==> config.mk <==
export PLATFORM = sky130hd
export DESIGN_NAME = alu_exec
export DESIGN_NICKNAME = d
export VERILOG_FILES = /design/src/common/alu_exec_pkg.sv /design/src/common/alu_if.sv /design/src/rtl/alu_exec.sv /design/src/rtl/alu_unit.sv /design/src/rtl/pin_sync.sv
export VERILOG_INCLUDE_DIRS = /design/src /design/src/common
export SDC_FILE = /design/constraint.sdc
export NUM_CORES = 1
export LEC_CHECK = 0
export BUFFER_PORTS_ARGS = -buffer_cell sky130_fd_sc_hd__buf_2
export CAP_MARGIN = 20
export CORE_MARGIN = 3
export CORE_UTILIZATION = 50
export CTS_CLUSTER_SIZE = 10
export DETAILED_ROUTE_END_ITERATION = 10
export PLACE_DENSITY = 0.8
export SETUP_SLACK_MARGIN = 0.05
export SLEW_MARGIN = 20
export SYNTH_ARGS = -nofsm -noshare
export SYNTH_HDL_FRONTEND = slang
export SYNTH_HIERARCHICAL = 1
export SYNTH_SLANG_ARGS = --single-unit
==> constraint.sdc <==
create_clock -name i_clk -period 4.5 [get_ports i_clk]
set_input_delay 0.9 -clock i_clk [delete_from_list [all_inputs] [get_ports i_clk]]
set_output_delay 0.9 -clock i_clk [all_outputs]
set_load 0.02 [all_outputs]
==> src/common/alu_exec_regs.svh <==
// constants of the execution datapath
// assumes a 14-bit instruction word and an 8-bit data path
// Function
// RULE1: literal add into accumulator, flags c dc z
// RULE2: accumulator plus file register, flags c dc z
// RULE3: destination bit 0 accumulator, 1 file
// RULE4: literal and into accumulator, zero only
// RULE5: accumulator and file register, zero only
// RULE6: bit clear in file, no flags
// RULE7: bit set in file, no flags
// RULE8: skip next instruction when tested bit zero
// RULE9: skip next instruction when tested bit one
// RULE10: taken skip costs nop cycle, flags kept
// RULE11: port read-modify-write uses synchronised pin levels
// RULE12: zero on zero result, carries bits 7/3
`ifndef ALU_EXEC_REGS_SVH
`define ALU_EXEC_REGS_SVH

// register offsets
`define ACC_OFFSET        8'h00
`define STATUS_OFFSET     8'h04
`define EXEC_INFO_OFFSET  8'h08

// status bits
`define STATUS_C_BIT      0
`define STATUS_DC_BIT     1
`define STATUS_Z_BIT      2

// reset values
`define ACC_RESET         8'h00
`define STATUS_RESET      3'h0

// file address of the port pins
`define PORT_ADDR         7'h06

// instruction field positions
`define INSTR_W           14
`define DEST_BIT          7
`define BIT_IDX_LSB       7
`define FILE_ADDR_MSB     6

`endif

==> src/common/alu_exec_pkg.sv <==
// types shared by the execution datapath modules
// numbers live in the constants header
package alu_exec_pkg;

    // operation selected by the decoder
    typedef enum logic [3:0] {
        ALU_NOP        = 4'h0,
        ALU_ADD_IMM    = 4'h1,
        ALU_ADD_REG    = 4'h2,
        ALU_AND_IMM    = 4'h3,
        ALU_AND_REG    = 4'h4,
        ALU_BIT_CLR    = 4'h5,
        ALU_BIT_SET    = 4'h6,
        ALU_TEST_ZERO  = 4'h7,
        ALU_TEST_ONE   = 4'h8
    } alu_op_t;

    // sequencer states
    typedef enum logic [1:0] {
        ST_IDLE = 2'b00,
        ST_EXEC = 2'b01
    } exec_state_t;

endpackage

==> src/common/alu_if.sv <==
// bundle between sequencer and arithmetic unit
// assumes one clock domain; the unit is combinational
`timescale 1ns/10ps
interface alu_if;
    import alu_exec_pkg::*;
    alu_op_t    op;
    logic [7:0] acc;
    logic [7:0] opnd;
    logic [2:0] bit_idx;
    logic [7:0] result;
    logic       c;
    logic       dc;
    logic       z;
    logic       upd_c;
    logic       upd_dc;
    logic       upd_z;
    logic       skip;

    modport seq (output op, acc, opnd, bit_idx,
                 input  result, c, dc, z, upd_c, upd_dc, upd_z, skip);
    modport unit (input  op, acc, opnd, bit_idx,
                  output result, c, dc, z, upd_c, upd_dc, upd_z, skip);
endinterface

==> src/rtl/alu_exec.sv <==
// byte and bit execution datapath: literal/file add and and, bit clear and set,
// bit test with skip; software sees accumulator and flags over a plain port
// assumes the data register file answers i_file_rdata combinationally
// from o_file_addr within the same cycle, and the decoder honours o_instr_ready
//
// Implementation choices: the plain strobed port and the address map.
`timescale 1ns/10ps
`include "alu_exec_regs.svh"
module alu_exec
    import alu_exec_pkg::*;
#(
    parameter logic [6:0] PORT_ADDR = `PORT_ADDR
) (
    input  wire logic                 i_clk,
    input  wire logic                 i_rst_n,
    // instruction from the decoder
    input  wire logic                 i_instr_valid,
    input  wire logic [`INSTR_W-1:0]  i_instr,
    output logic                      o_instr_ready,
    // data register file
    output logic      [6:0]           o_file_addr,
    input  wire logic [7:0]           i_file_rdata,
    output logic                      o_file_we,
    output logic      [7:0]           o_file_wdata,
    // i/o port pin levels
    input  wire logic [7:0]           i_port_pins,
    // state seen by the core
    output logic      [7:0]           o_acc,
    output logic      [2:0]           o_flags,
    output logic                      o_skip,
    output logic                      o_discard,
    // software register port
    input  wire logic [7:0]           i_addr,
    input  wire logic [31:0]          i_wdata,
    input  wire logic                 i_wr,
    input  wire logic                 i_rd,
    output logic      [31:0]          o_rdata
);

    // decode a word into an operation; unknown words run as nop
    function automatic alu_op_t decode_op(input logic [`INSTR_W-1:0] w);
        alu_op_t op;
        op = ALU_NOP;
        casez (w)
            14'b00_0111_????_????: op = ALU_ADD_REG;
            14'b00_0101_????_????: op = ALU_AND_REG;
            14'b01_00??_????_????: op = ALU_BIT_CLR;
            14'b01_01??_????_????: op = ALU_BIT_SET;
            14'b01_10??_????_????: op = ALU_TEST_ZERO;
            14'b01_11??_????_????: op = ALU_TEST_ONE;
            14'b11_111?_????_????: op = ALU_ADD_IMM;
            14'b11_1001_????_????: op = ALU_AND_IMM;
            default:               op = ALU_NOP;
        endcase
        return op;
    endfunction

    // literal forms take the low byte and never touch the file
    function automatic logic is_literal(input alu_op_t op);
        return (op == ALU_ADD_IMM) || (op == ALU_AND_IMM);
    endfunction

    // byte-oriented file forms honour the destination bit
    function automatic logic is_byte_reg(input alu_op_t op);
        return (op == ALU_ADD_REG) || (op == ALU_AND_REG);
    endfunction

    exec_state_t state;
    exec_state_t next_state;
    alu_op_t     op;
    alu_op_t     next_op;
    logic [7:0]  literal;
    logic [7:0]  next_literal;
    logic        dest_file;
    logic        next_dest_file;
    logic [2:0]  bit_idx;
    logic [2:0]  next_bit_idx;
    logic [6:0]  file_addr;
    logic [6:0]  next_file_addr;
    logic        ready;
    logic        next_ready;
    logic        skip_pending;
    logic        next_skip_pending;
    logic        skip;
    logic        next_skip;
    logic        discard;
    logic        next_discard;
    logic        file_we;
    logic        next_file_we;
    logic [7:0]  file_wdata;
    logic [7:0]  next_file_wdata;
    logic [7:0]  acc;
    logic [7:0]  next_acc;
    logic [2:0]  flags;
    logic [2:0]  next_flags;
    logic [31:0] rdata;
    logic [31:0] next_rdata;

    logic [7:0]  pins_sync;
    logic [7:0]  file_value;
    logic        accept;

    alu_if alu ();

    // pins come from outside the clock domain
    pin_sync #(
        .WIDTH (8)
    ) u_pin_sync (
        .i_clk   (i_clk),
        .i_rst_n (i_rst_n),
        .i_d     (i_port_pins),
        .o_q     (pins_sync)
    );

    alu_unit u_alu_unit (
        .a (alu.unit)
    );

    assign accept = i_instr_valid && ready;

    // a port register modified from itself reads the pins, not its latch
    assign file_value = (file_addr == PORT_ADDR) ? pins_sync : i_file_rdata; // [RULE11]

    // operands toward the arithmetic unit
    always_comb
    begin
        alu.op      = op;
        alu.acc     = acc;
        alu.opnd    = is_literal(op) ? literal : file_value;
        alu.bit_idx = bit_idx;
    end

    // sequencer: accept, then execute one cycle later; bus writes lose to
    // an instruction writing the same state in the same cycle
    always_comb
    begin
        next_state        = state;
        next_op           = op;
        next_literal      = literal;
        next_dest_file    = dest_file;
        next_bit_idx      = bit_idx;
        next_file_addr    = file_addr;
        next_ready        = ready;
        next_skip_pending = skip_pending;
        next_skip         = 1'b0;
        next_discard      = 1'b0;
        next_file_we      = 1'b0;
        next_file_wdata   = file_wdata;
        next_acc          = acc;
        next_flags        = flags;

        // software writes to accumulator and flags
        if (i_wr && (i_addr == `ACC_OFFSET))
        begin
            next_acc = i_wdata[7:0];
        end
        if (i_wr && (i_addr == `STATUS_OFFSET))
        begin
            next_flags = i_wdata[2:0];
        end

        unique case (state)
            ST_IDLE:
            begin
                if (accept)
                begin
                    // the word after a taken skip is dropped and runs as a nop
                    if (skip_pending)
                    begin
                        next_op           = ALU_NOP;        // [RULE8] [RULE9]
                        next_skip_pending = 1'b0;
                        next_discard      = 1'b1;           // [RULE10]
                    end
                    else
                    begin
                        next_op = decode_op(i_instr);
                    end
                    next_literal   = i_instr[7:0];
                    next_dest_file = i_instr[`DEST_BIT];
                    next_bit_idx   = i_instr[`BIT_IDX_LSB+2:`BIT_IDX_LSB];
                    next_file_addr = i_instr[`FILE_ADDR_MSB:0];
                    next_ready     = 1'b0;
                    next_state     = ST_EXEC;
                end
            end
            ST_EXEC:
            begin
                // flags change only where the operation allows it
                if (alu.upd_c)
                begin
                    next_flags[`STATUS_C_BIT] = alu.c;      // [RULE1] [RULE2] [RULE12]
                end
                if (alu.upd_dc)
                begin
                    next_flags[`STATUS_DC_BIT] = alu.dc;    // [RULE1] [RULE2] [RULE12]
                end
                if (alu.upd_z)
                begin
                    next_flags[`STATUS_Z_BIT] = alu.z;      // [RULE4] [RULE5] [RULE12]
                end

                if (is_literal(op))
                begin
                    next_acc = alu.result;                  // [RULE1] [RULE4]
                end
                else if (is_byte_reg(op))
                begin
                    if (dest_file)
                    begin
                        next_file_we    = 1'b1;             // [RULE3]
                        next_file_wdata = alu.result;
                    end
                    else
                    begin
                        next_acc = alu.result;              // [RULE3]
                    end
                end
                else if ((op == ALU_BIT_CLR) || (op == ALU_BIT_SET))
                begin
                    next_file_we    = 1'b1;                 // [RULE6] [RULE7]
                    next_file_wdata = alu.result;
                end

                // test ops touch no flag; a taken skip arms the nop slot
                if (alu.skip)
                begin
                    next_skip         = 1'b1;               // [RULE10]
                    next_skip_pending = 1'b1;               // [RULE8] [RULE9]
                end
                next_ready = 1'b1;
                next_state = ST_IDLE;
            end
            default:
            begin
                next_ready = 1'b1;
                next_state = ST_IDLE;
            end
        endcase
    end

    // read port: data only in the cycle after the strobe, zero elsewhere
    always_comb
    begin
        next_rdata = 32'h0000_0000;
        if (i_rd)
        begin
            unique case (i_addr)
                `ACC_OFFSET:       next_rdata = {24'h00_0000, acc};
                `STATUS_OFFSET:    next_rdata = {29'h0000_0000, flags};
                `EXEC_INFO_OFFSET: next_rdata = {28'h000_0000, skip_pending,
                                                 ready, state};
                default:           next_rdata = 32'h0000_0000;
            endcase
        end
    end

    // registers only
    always_ff @(posedge i_clk or negedge i_rst_n)
    begin
        if (!i_rst_n)
        begin
            state        <= ST_IDLE;
            op           <= ALU_NOP;
            literal      <= 8'h00;
            dest_file    <= 1'b0;
            bit_idx      <= 3'h0;
            file_addr    <= 7'h00;
            ready        <= 1'b1;
            skip_pending <= 1'b0;
            skip         <= 1'b0;
            discard      <= 1'b0;
            file_we      <= 1'b0;
            file_wdata   <= 8'h00;
            acc          <= `ACC_RESET;
            flags        <= `STATUS_RESET;
            rdata        <= 32'h0000_0000;
        end
        else
        begin
            state        <= next_state;
            op           <= next_op;
            literal      <= next_literal;
            dest_file    <= next_dest_file;
            bit_idx      <= next_bit_idx;
            file_addr    <= next_file_addr;
            ready        <= next_ready;
            skip_pending <= next_skip_pending;
            skip         <= next_skip;
            discard      <= next_discard;
            file_we      <= next_file_we;
            file_wdata   <= next_file_wdata;
            acc          <= next_acc;
            flags        <= next_flags;
            rdata        <= next_rdata;
        end
    end

    // every output is a flip-flop
    assign o_instr_ready = ready;
    assign o_file_addr   = file_addr;
    assign o_file_we     = file_we;
    assign o_file_wdata  = file_wdata;
    assign o_acc         = acc;
    assign o_flags       = flags;
    assign o_skip        = skip;
    assign o_discard     = discard;
    assign o_rdata       = rdata;

endmodule

==> src/rtl/alu_unit.sv <==
// combinational arithmetic and bit unit of the execution datapath
// assumes operands are stable for the whole execute cycle
`timescale 1ns/10ps
module alu_unit
    import alu_exec_pkg::*;
(
    alu_if.unit a
);

    logic [8:0] sum;
    logic [4:0] nib;
    logic [7:0] mask;

    // add and bit-mask shared by several operations
    always_comb
    begin
        sum  = {1'b0, a.acc} + {1'b0, a.opnd};
        nib  = {1'b0, a.acc[3:0]} + {1'b0, a.opnd[3:0]};
        mask = 8'h01 << a.bit_idx;
    end

    // result, flag values and which flags the operation may touch
    always_comb
    begin
        a.result = a.opnd;
        a.upd_c  = 1'b0;
        a.upd_dc = 1'b0;
        a.upd_z  = 1'b0;
        a.skip   = 1'b0;
        unique case (a.op)
            ALU_ADD_IMM, ALU_ADD_REG:
            begin
                a.result = sum[7:0];                         // [RULE1] [RULE2]
                a.upd_c  = 1'b1;
                a.upd_dc = 1'b1;
                a.upd_z  = 1'b1;
            end
            ALU_AND_IMM, ALU_AND_REG:
            begin
                a.result = a.acc & a.opnd;                   // [RULE4] [RULE5]
                a.upd_z  = 1'b1;
            end
            ALU_BIT_CLR:   a.result = a.opnd & ~mask;        // [RULE6]
            ALU_BIT_SET:   a.result = a.opnd | mask;         // [RULE7]
            ALU_TEST_ZERO: a.skip = ~|(a.opnd & mask);       // [RULE8]
            ALU_TEST_ONE:  a.skip = |(a.opnd & mask);        // [RULE9]
            ALU_NOP:       a.result = a.opnd;
            default:       a.result = a.opnd;
        endcase
    end

    // carry out of bit 7 and 3, zero on the 8-bit result
    assign a.c  = sum[8];                                    // [RULE12]
    assign a.dc = nib[4];                                    // [RULE12]
    assign a.z  = (a.result == 8'h00);                       // [RULE12]

endmodule

==> src/rtl/pin_sync.sv <==
// two-stage synchroniser for the i/o port pin levels
// assumes pins asynchronous to i_clk; only stage two reads stage one
`timescale 1ns/10ps
module pin_sync #(
    parameter int WIDTH = 8
) (
    input  wire logic             i_clk,
    input  wire logic             i_rst_n,
    input  wire logic [WIDTH-1:0] i_d,
    output logic      [WIDTH-1:0] o_q
);

    logic [WIDTH-1:0] meta;
    logic [WIDTH-1:0] stable;

    // plain two-flop chain, nothing looks at meta
    always_ff @(posedge i_clk or negedge i_rst_n)
    begin
        if (!i_rst_n)
        begin
            meta   <= '0;
            stable <= '0;
        end
        else
        begin
            meta   <= i_d;
            stable <= meta;
        end
    end

    assign o_q = stable;

endmodule

======== Yosys cells after proc, flatten, opt, wreduce, memory -nomap -nowiden ========
Cells that the tools add are included.
operators by class
  add/sub/neg operators ................... 2
  equality and inequality tests ........... 23
  shift-type cells ........................ 1
  multiplexer cells ....................... 39
  bitwise logic cells ..................... 6
  reductions and logical operators ........ 19
operators by type and width
  kind                                                                    count
  8-bit 2-to-1 mux                                                        10
  4-bit by 3-bit equality test with 1-bit output (second input constant)  8
  32-bit 2-to-1 mux                                                       1
  4-bit case mux with 8 select lines                                      1
  8-bit case mux with 4 select lines                                      1
  8-bit AND                                                               3
  8-bit case mux with 3 select lines                                      1
  1-bit 2-to-1 mux                                                        18
  8-bit zero test                                                         2
  6-bit by 3-bit equality test with 1-bit output (second input constant)  2
  8-bit by 8-bit adder with 9-bit output                                  1
  4-bit by 2-bit equality test with 1-bit output (second input constant)  2
  8-bit by 3-bit equality test with 1-bit output (second input constant)  1
  8-bit by 4-bit equality test with 1-bit output (second input constant)  1
  8-bit NOT                                                               1
  8-bit OR                                                                1
  8-bit OR reduction                                                      1
  1-bit by 3-bit << shifter with 8-bit output (first input constant)      1
  7-bit by 3-bit equality test with 1-bit output (second input constant)  1
  6-bit equality test (second input constant)                             1
  3-bit 2-to-1 mux                                                        2
  2-bit != test (second input constant)                                   3
  4-bit by 4-bit adder with 5-bit output                                  1
  5-bit equality test (second input constant)                             1
  other kinds (17)                                                        25
storage, ports and cells
  register bits after elaboration ......... 97
  input bits .............................. 75
  output and inout bits ................... 62
  word-level logic and storage cells ...... 107

======== Logic depth before layout (Yosys ltp) ========
Gate-level depths: netlist of run 1.
  word-level depth ........................ 9
  depth in mapped cells ................... 16
  depth with buffers taken out ............ 15

======== By module ========
Netlist of run 1, hierarchy kept.
by module, submodules not included
  module    instances  cells each  area each (sq um)
  alu_exec  1          249         2449.8
  alu_unit  1          136         940.9
  pin_sync  1          16          400.4

======== Worst setup path after synthesis of run 1 ========
No wires, ideal clock.
  path type ............................... flip-flop to flip-flop
  from .................................... register literal[4]
  to ...................................... register flags[2], in the netlist o_flags[2]
  setup time .............................. 77 ps
  data arrival time ....................... 3567 ps
  data required time ...................... 4423 ps
  path slack .............................. 856 ps
  cell stages (with the launch flop) ...... 16
  period minus slack after synthesis ...... 3644 ps
  cells stage by stage .................... dfrtp_1 -> nor4b_1 -> nand3_1 -> mux2i_1 -> o21ai_0 -> ha_1 -> inv_1 -> fa_1 -> nand2b_1 -> a21oi_1 -> a211oi_1 -> a311oi_1 -> a21oi_1 -> nor4_2 -> nor2_1 -> a21oi_1
on the way
  cells in the longest elaborated chain, start to end .. 6
  elaborated cells on any way between the ends .. 9
  classes of those cells .................. add/sub: 1; mux: 4; bitwise: 3; reduce/logical: 1
RTL lines
  what                                                            line             RTL
  start, declared                                                 alu_exec.sv:72   logic [7:0] literal;
  start signal, assigned                                          alu_exec.sv:282  literal <= next_literal;
  8-bit 2-to-1 mux *                                              alu_exec.sv:129  alu.opnd = is_literal(op) ? literal : file_value;
  8-bit by 8-bit adder with 9-bit output (tied with other cells)  alu_unit.sv:17   sum = {1'b0, a.acc} + {1'b0, a.opnd};
  8-bit case mux with 4 select lines *                            alu_unit.sv:30   unique case (a.op)
  8-bit zero test *                                               alu_unit.sv:55   assign a.z = (a.result == 8'h00);
  named net alu.z                                                 alu_if.sv:13     logic z;
  1-bit 2-to-1 mux *                                              alu_exec.sv:197  if (alu.upd_z)
  3-bit 2-to-1 mux *                                              alu_exec.sv:162  unique case (state)
  named net next_flags[2]                                         alu_exec.sv:95   logic [2:0] next_flags;
  end signal, assigned                                            alu_exec.sv:275  flags <= `STATUS_RESET;
  end signal, assigned                                            alu_exec.sv:293  flags <= next_flags;
  end, declared                                                   alu_exec.sv:94   logic [2:0] flags;
Mark *: on every way through the listed nets, which the timed path passes. The rest lies on a longest branch.
A chain may end at the register's enable or synchronous reset.

======== Final worst setup path of run 1 ========
Ends and elaborated chain as after synthesis.

==> results by group, run 1 <==
Critical path
  – Startpoint types: flop
  – Worst flop-to-flop path endpoint: o_flags[2]
  – Crit end category: flop
  – Arrival time worst endpoint: 4240 ps
  – FF-to-FF path depth: 13
  – Critical Path End: o_flags[2]
  – Worst endpoint required time: between 4000 and 5000 ps
  – R2r startpoint: literal[4]
  – FF-to-FF setup slack: ~540 ps
  – Kind of critical path: reg -> reg
  – CP max FO: 8
  – Worst Setup SP: literal[4]

Global route
  – Vias in the first global route: between 2000 and 3000
  – Gr usage total: 0.211
  – Largest net degree at the start of global routing: 64
  – Initial antenna violation count: 0
  – Global-route wire length before repair: between 10000 and 15000 um
  – Remaining Overflow, GRT: 0

Clock network
  – Post-CTS resize count: 0
  – CTS tree: yes
  – CTS sink cnt: 63
  – CTS root buffer: clkbuf_8
  – CTS max path bufs: 2
  – Clk_lat worst skew: 350 ps
  – CTS Buf Count: 9
  – H-tree levels: 3
  – Post-CTS setup buffers: 0
  – Hold-fix buffers, CTS: 0
  – Clk pin slew, worst setup/hold paths: ~70 ps

Timing
  – RSZ-0062 raised after global routing: false
  – Final cycle utilization of the critical path: 0.880
  – Setup TNS: 0 ps
  – Tightest Pin Transition: around 1000 ps
  – Max Clock Freq: 0.252 GHz
  – Final Critical Period: between 3000 and 4000 ps
  – Clock Skews: 10.0 ps
  – Endpoints failing hold: 0
  – Final setup viols: 0
  – Number of slew-limit violations in the final report: 0
  – Slew headroom: 0.330

Hold path
  – Hold path start: u_pin_sync/meta[7]
  – Hold Path Class: reg -> reg

Layout
  – Final Core Density: 0.601
  – Diodes inserted: 0
  – FF/Latch Area: approximately 0.0016 sq mm
  – Area of the multi-input gates: a little under 0.002 sq mm
  – FILL cells: between 600 and 700
  – Layout area overhead: 15.6%
  – Final #Nets: roughly 570
  – Share of cells above drive strength 1: 0.281

Place
  – Port bufs: 88
  – Routability congestion estimate: about 0.95
  – Final HPWL DP: between 6000 and 7000 um

Synthesis
  – Simple-Gate Fraction of Synth Area: 0.199
  – Netlist cell types: 67
  – Compound-cell area share of the yosys netlist: 0.166
  – Sequential cell area fraction in the yosys report: 0.416
  – Mapped Area: approximately 0.0038 sq mm
  – Post-synth top area share: 0.409
  – Yosys reg bits: 63
  – Yosys warning count: 6
  – Top_reg_cell synth: dfrtp_1
  – Post-synth EDFFs: 0
  – Post-Synth Adder-Cell Area: 0.0317
  – Mapped Cells: between 400 and 500
  – Multiplexer share of the synthesized area: 0.0927
  – Synth area leader: dfrtp_1
  – Area contributors post-synth: dfrtp_1 41%, mux2i_1 6.6%, nand2_1 6.3%
  – Xor-xnor portion of the synthesized cell area: 0.00924
  – Async set-reset flop share out of synthesis: 1.00
  – Synth Area per Inst: about 9.5 sq um
  – Largest family of logic cells by synthesized area: simple AND/OR/NAND/NOR gates

Drt
  – First-pass iteration count of the detailed router: 4
  – WL/cell: ~15 um
  – Vias per cell: between 5 and 6
  – Final WL: between 8000 and 9000 um
  – DR iter-0 viols: between 150 and 200
  – Post-route ant nets: 0
  – Vias: between 3000 and 4000
  – DRC Markers: 0

Floorplan
  – Starting Density: 0.520
  – Core outline area: between 0.007 and 0.008 sq mm
  – I/O pins: approximately 140
  – Die X: between 90 and 100 um
  – Die area: a little under 0.009 sq mm
  – Row cnt: 31
  – Die Span Y: about 93 um

Job
  – Max Cap Violations: 0

Outcome
  – Outcome: finished, final reports clean

Power and ir drop
  – Leak: 0.00233 uW
  – Power density cells: around 270 mW/mm^2
  – VDD IR max: between 0.0002 and 0.00025 V
-- registers in the layout, summed over array words and instances, names as in the netlist, 3 cells and up --
register / cells
alu.bit_idx: 3
alu.op: 4
o_rdata: 8
u_pin_sync/o_q: 8
o_file_wdata: 8
literal: 7
o_flags: 3
o_acc: 8
u_pin_sync/meta: 8
-- layout make-up --
type / instances / area share
clock inverters: 7 / 0.0111
well taps: 99 / 0.0283
inverters: 12 / 0.0103
flip-flops and latches: 63 / 0.360
clock buffers: 9 / 0.0283
repair buffers: 93 / 0.109
multi-input cells: 311 / 0.453
-- through the flow --
stage | hold slack, ps | total power, uW | worst slack (ps) | instance area (sq um) | std cells
after floorplan | 331 | 695 | 856 | 3880 | 424
after CTS | 353 | 1180 | 502 | 4380 | 594
after detailed placement | 336 | 740 | 533 | 4210 | 578
after global routing | 361 | 1220 | 92.3 | 4380 | 594
final | 352 | 1170 | 539 | 4380 | 594
after global placement | 331 | 737 | 599 | 4210 | 578
-- logic make-up after synthesis --
kind of cell / count (synthesis)
adders and majority gates: 9
AOI/OAI and AO/OA: 92
DFF: 63
buffers and inverters: 50
other: 1
xor gates and xnor gates: 4
muxes: 34
and+or+nand+nor: 148
-- critical path, stage by stage, from the launching register on --
cell and delay, ps:
dfrtp_1 420, nor4b_1 300, nand3_1 380, mux2i_1 210
o21ai_0 520, ha_1 370, a21o_1 180, a211oi_1 260
o32ai_1 120, a21o_2 240, or4_4 540, nor4_2 160
nor2_1 70, a21oi_1 110
-- cells in the final DEF (no fill, tap or decap), types with 5 or more instances in the layout --
cell,instances
conb_1,24
nand3_1,10
o21ai_0,26
a21o_1,5
nand2_1,64
o21a_1,5
inv_1,12
clkbuf_8,9
mux2_2,9
buf_2,88
buf_4,5
mux2i_1,25
dfrtp_1,62
a21oi_1,20
and3_1,5
ha_1,8
nor2_1,25
nand2b_1,10
-- per-layer routing --
| layer | track usage | vias to the layer above | wire, um |
|---|---|---|---|
| met3 | 0.0628 | 15 | 706 |
| met2 | 0.324 | 130 | 4070 |
| met4 | 0.0672 | 0 | 165 |
| met1 | 0.286 | 1487 | 4010 |
| met5 | 0 | - | 0 |
| li1 | - | 1549 | - |
-- power by group --
group          switching (uW)  internal (uW)
Clock                     235            200
Sequential               9.70            578
Combinational            89.8           53.1
-- cells in the mapped netlist, types with 2 or more instances --
cell type and instances:
nor3_1 3, ha_1 8, nand2b_1 10, a311oi_1 2, o22ai_1 3, mux2i_1 25, and3_1 5, a21o_1 5
a21oi_1 20, o31ai_1 2, nand3_1 10, nor3b_1 2, o21ai_2 2, o21bai_1 2, mux2_2 9, xnor2_1 3
a21o_2 2, nor2b_1 4, o32ai_1 2, buf_6 4, dfrtp_1 62, buf_2 2, a211o_2 2, clkbuf_1 5
a221o_2 2, inv_1 12, a211oi_1 4, nand4_1 4, nor2_1 25, nand2_1 64, nor4bb_1 3, o21a_1 5
nand3b_1 4, buf_4 26, o21ai_0 26
-- worst min-delay path by stage --
stage,end,cells past startpoint,slack [ps]
3_3_place_gp,u_pin_sync/o_q[5],0,330
6_report,u_pin_sync/o_q[7],0,350
5_1_grt,u_pin_sync/o_q[7],0,360
2_1_floorplan,u_pin_sync/o_q[0],0,330
3_5_place_dp,u_pin_sync/o_q[4],0,340
4_1_cts,u_pin_sync/o_q[4],0,350
Note: power is estimated with default switching activity, not from simulation.
==> run 2, diff against run 1 <==
--- a/config.mk
+++ b/config.mk
@@ -8,10 +8,12 @@
 export LEC_CHECK = 0
 export BUFFER_PORTS_ARGS = -buffer_cell sky130_fd_sc_hd__buf_2
 export CAP_MARGIN = 20
+export CORE_ASPECT_RATIO = 1.25
 export CORE_MARGIN = 3
 export CORE_UTILIZATION = 50
 export CTS_CLUSTER_SIZE = 10
 export DETAILED_ROUTE_END_ITERATION = 10
+export GPL_ROUTABILITY_DRIVEN = 1
 export PLACE_DENSITY = 0.8
 export SETUP_SLACK_MARGIN = 0.05
 export SLEW_MARGIN = 20
==> run 2 against run 1 <==
Fmax is 1.4% higher. Flip-flop and latch count stayed put. Register-to-register slack better by 50 ps. Clock power is 50% higher. Cell count is 1.5% lower. Via count is 0.91% higher. Die area hardly changed. Count of clock-buffer cells in the layout stayed put. Critical path type unchanged. Largest power group is now the clock network.
==> results by group, run 2 (synthesis results as in run 1) <==
Global route
  – Vias in the first global route: 3104
  – Remaining Overflow, GRT: 0
  – Global-route wire length before repair: roughly 15000 um
  – Gr usage total: 0.215
  – Initial antenna violation count: 0
  – Largest net degree at the start of global routing: 33

Layout
  – Share of cells above drive strength 1: 0.279
  – Layout area overhead: 17.7%
  – Commonest cells after routing, fill and taps aside: 88 x buf_2, 64 x nand2_1, 62 x dfrtp_1
  – Diodes inserted: 0
  – Final Core Density: 0.624
  – Post-route insts no fill: roughly 590
  – Final #Nets: about 570
  – Commonest non-fill, non-tap cell in the layout: buf_2
  – FILL cells: a little over 600
  – Area of the multi-input gates: slightly below 0.002 sq mm
  – Design Area, Final: around 0.0045 sq mm
  – FF/Latch Area: between 0.0015 and 0.002 sq mm

Critical path
  – FF-to-FF path depth: 15
  – CP max FO: 7
  – Critical path's slowest cell: o21ai_0
  – Kind of critical path: reg -> reg
  – CP peak stage delay: 460 ps
  – Worst endpoint required time: between 4000 and 5000 ps
  – Arrival time worst endpoint: between 4000 and 5000 ps
  – Worst flop-to-flop path endpoint: o_flags[2]
  – Startpoint types: flop
  – Crit end category: flop
  – Cell repeated most along the worst path: a21oi_1
  – Sequence of cells on the critical path: nor4b_1 -> nand3_1 -> buf_4 -> mux2i_1 -> o21ai_0 -> inv_1 -> fa_1 -> nand2b_1 -> a21oi_1 -> a211oi_1 -> a311oi_1 -> a21oi_1 -> nor4_2 -> nor2_1 -> a21oi_1
  – FF-to-FF setup slack: ~590 ps
  – R2r startpoint: literal[4]

Timing
  – Worst-case hold slack: around 350 ps
  – Number of slew-limit violations in the final report: 0
  – Slew headroom: 0.397
  – Final setup viols: 0
  – Max Clock Freq: about 0.26 GHz
  – Setup TNS: 0 ps
  – Final Critical Period: just under 4000 ps
  – Tightest Pin Transition: roughly 900 ps
  – Endpoints failing hold: 0
  – Clock Skews: roughly 11 ps
  – Final cycle utilization of the critical path: 0.868
  – RSZ-0062 raised after global routing: false

Hold path
  – Hold path start: u_pin_sync/meta[5]
  – Worst hold stages: 0
  – Hold endpoint: u_pin_sync/o_q[5]
  – Hold Path Class: reg -> reg

Clock network
  – Clk pin slew, worst setup/hold paths: 70 ps
  – Post-CTS setup buffers: 0
  – Post-CTS resize count: 0
  – Hold-fix buffers, CTS: 0
  – CTS max path bufs: 2
  – H-tree levels: 3
  – CTS root buffer: clkbuf_8
  – CTS Buf Count: 9
  – CTS sink cnt: 63
  – Clk_lat worst skew: between 300 and 400 ps
  – CTS tree: yes

Place
  – Dpl cell area: around 0.0042 sq mm
  – Routability congestion estimate: 0.909
  – Port bufs: 88
  – Inst Count DP: about 570
  – Final HPWL DP: approximately 7000 um

Power and ir drop
  – Switching Fraction: 0.238
  – Leak: 0.00237 uW
  – VDD IR max: ~0.00025 V
  – Int Power: 1060 uW
  – Sw power: approximately 330 uW
  – Sequential Power Share: 0.424
  – Power density cells: a little over 300 mW/mm^2
  – Comb power frac: 0.105
  – Clk pwr share: 0.471

Floorplan
  – Die area: around 0.0087 sq mm
  – Die Span Y: around 100 um
  – Starting Density: 0.530
  – Die X: approximately 84 um
  – Core outline area: 0.00715 sq mm
  – Row cnt: 34
  – I/O pins: around 140

Outcome
  – Outcome: finished, final reports clean

Drt
  – First-pass iteration count of the detailed router: 4
  – DR iter-0 viols: roughly 160
  – DRC Markers: 0
  – Vias: 3210
  – Post-route ant nets: 0
  – Vias per cell: 5.49
  – Final WL: ~9300 um
  – WL/cell: between 15 and 20 um

Job
  – Max Cap Violations: 0
[run 2: cell count changes in the layout (fill, tap and decap cells not counted), sizes merged]
cell	change
clkinv	-3
bufinv	+4
inv	-1
[run 2: worst max path at each step]
stage	cells past startpoint	slack, ps	from	to
2_1_floorplan	15	860	literal[4]	o_flags[2]
6_report	15	590	literal[4]	o_flags[2]
3_3_place_gp	14	720	literal[4]	o_flags[2]
3_5_place_dp	14	640	literal[4]	o_flags[2]
4_1_cts	15	610	literal[4]	o_flags[2]
5_1_grt	15	100	literal[4]	o_flags[2]
[run 2: stage by stage]
step,power [uW],setup WS (ps)
floorplan,695,856
global placement,737,717
detailed placement,743,644
CTS,1400,614
global route,1440,95.2
finish,1390,594
[run 2: layout make-up]
type,instances,area share
Multi-Input combinational cell,311,0.444
Sequential cell,63,0.354
Timing Repair Buffer,93,0.107
Clock inverter,7,0.0325
Clock buffer,9,0.0278
Tap cell,90,0.0252
Inverter,12,0.0101
[run 2: metal layers]
| layer | wire, um | vias to the layer above | GRT usage |
|---|---|---|---|
| li1 | - | 1554 | - |
| met1 | 3800 | 1510 | 0.253 |
| met2 | 4540 | 127 | 0.378 |
| met3 | 658 | 19 | 0.0412 |
| met4 | 255 | 0 | 0.110 |
| met5 | 0 | - | 0 |
[run 2: power groups by stage]
stage                     registers (uW)  clock network [uW]  logic, uW
after floorplan                      601                   0       94.4
after global placement               598                   0        139
after detailed placement             599                   0        144
after CTS                            588                 666        145
after global routing                 589                 687        160
final                                588                 654        145
[run 2: worst max-delay path, delay by kind of cell, from the launching register on]
| family | cells | cell delay, ps |
|---|---|---|
| and+or+nand+nor | 5 | 1100 |
| muxes | 1 | 120 |
| AOI/OAI and AO/OA | 6 | 1420 |
| DFF | 1 | 420 |
| adders and majority gates | 1 | 460 |
| buffers and inverters | 2 | 340 |
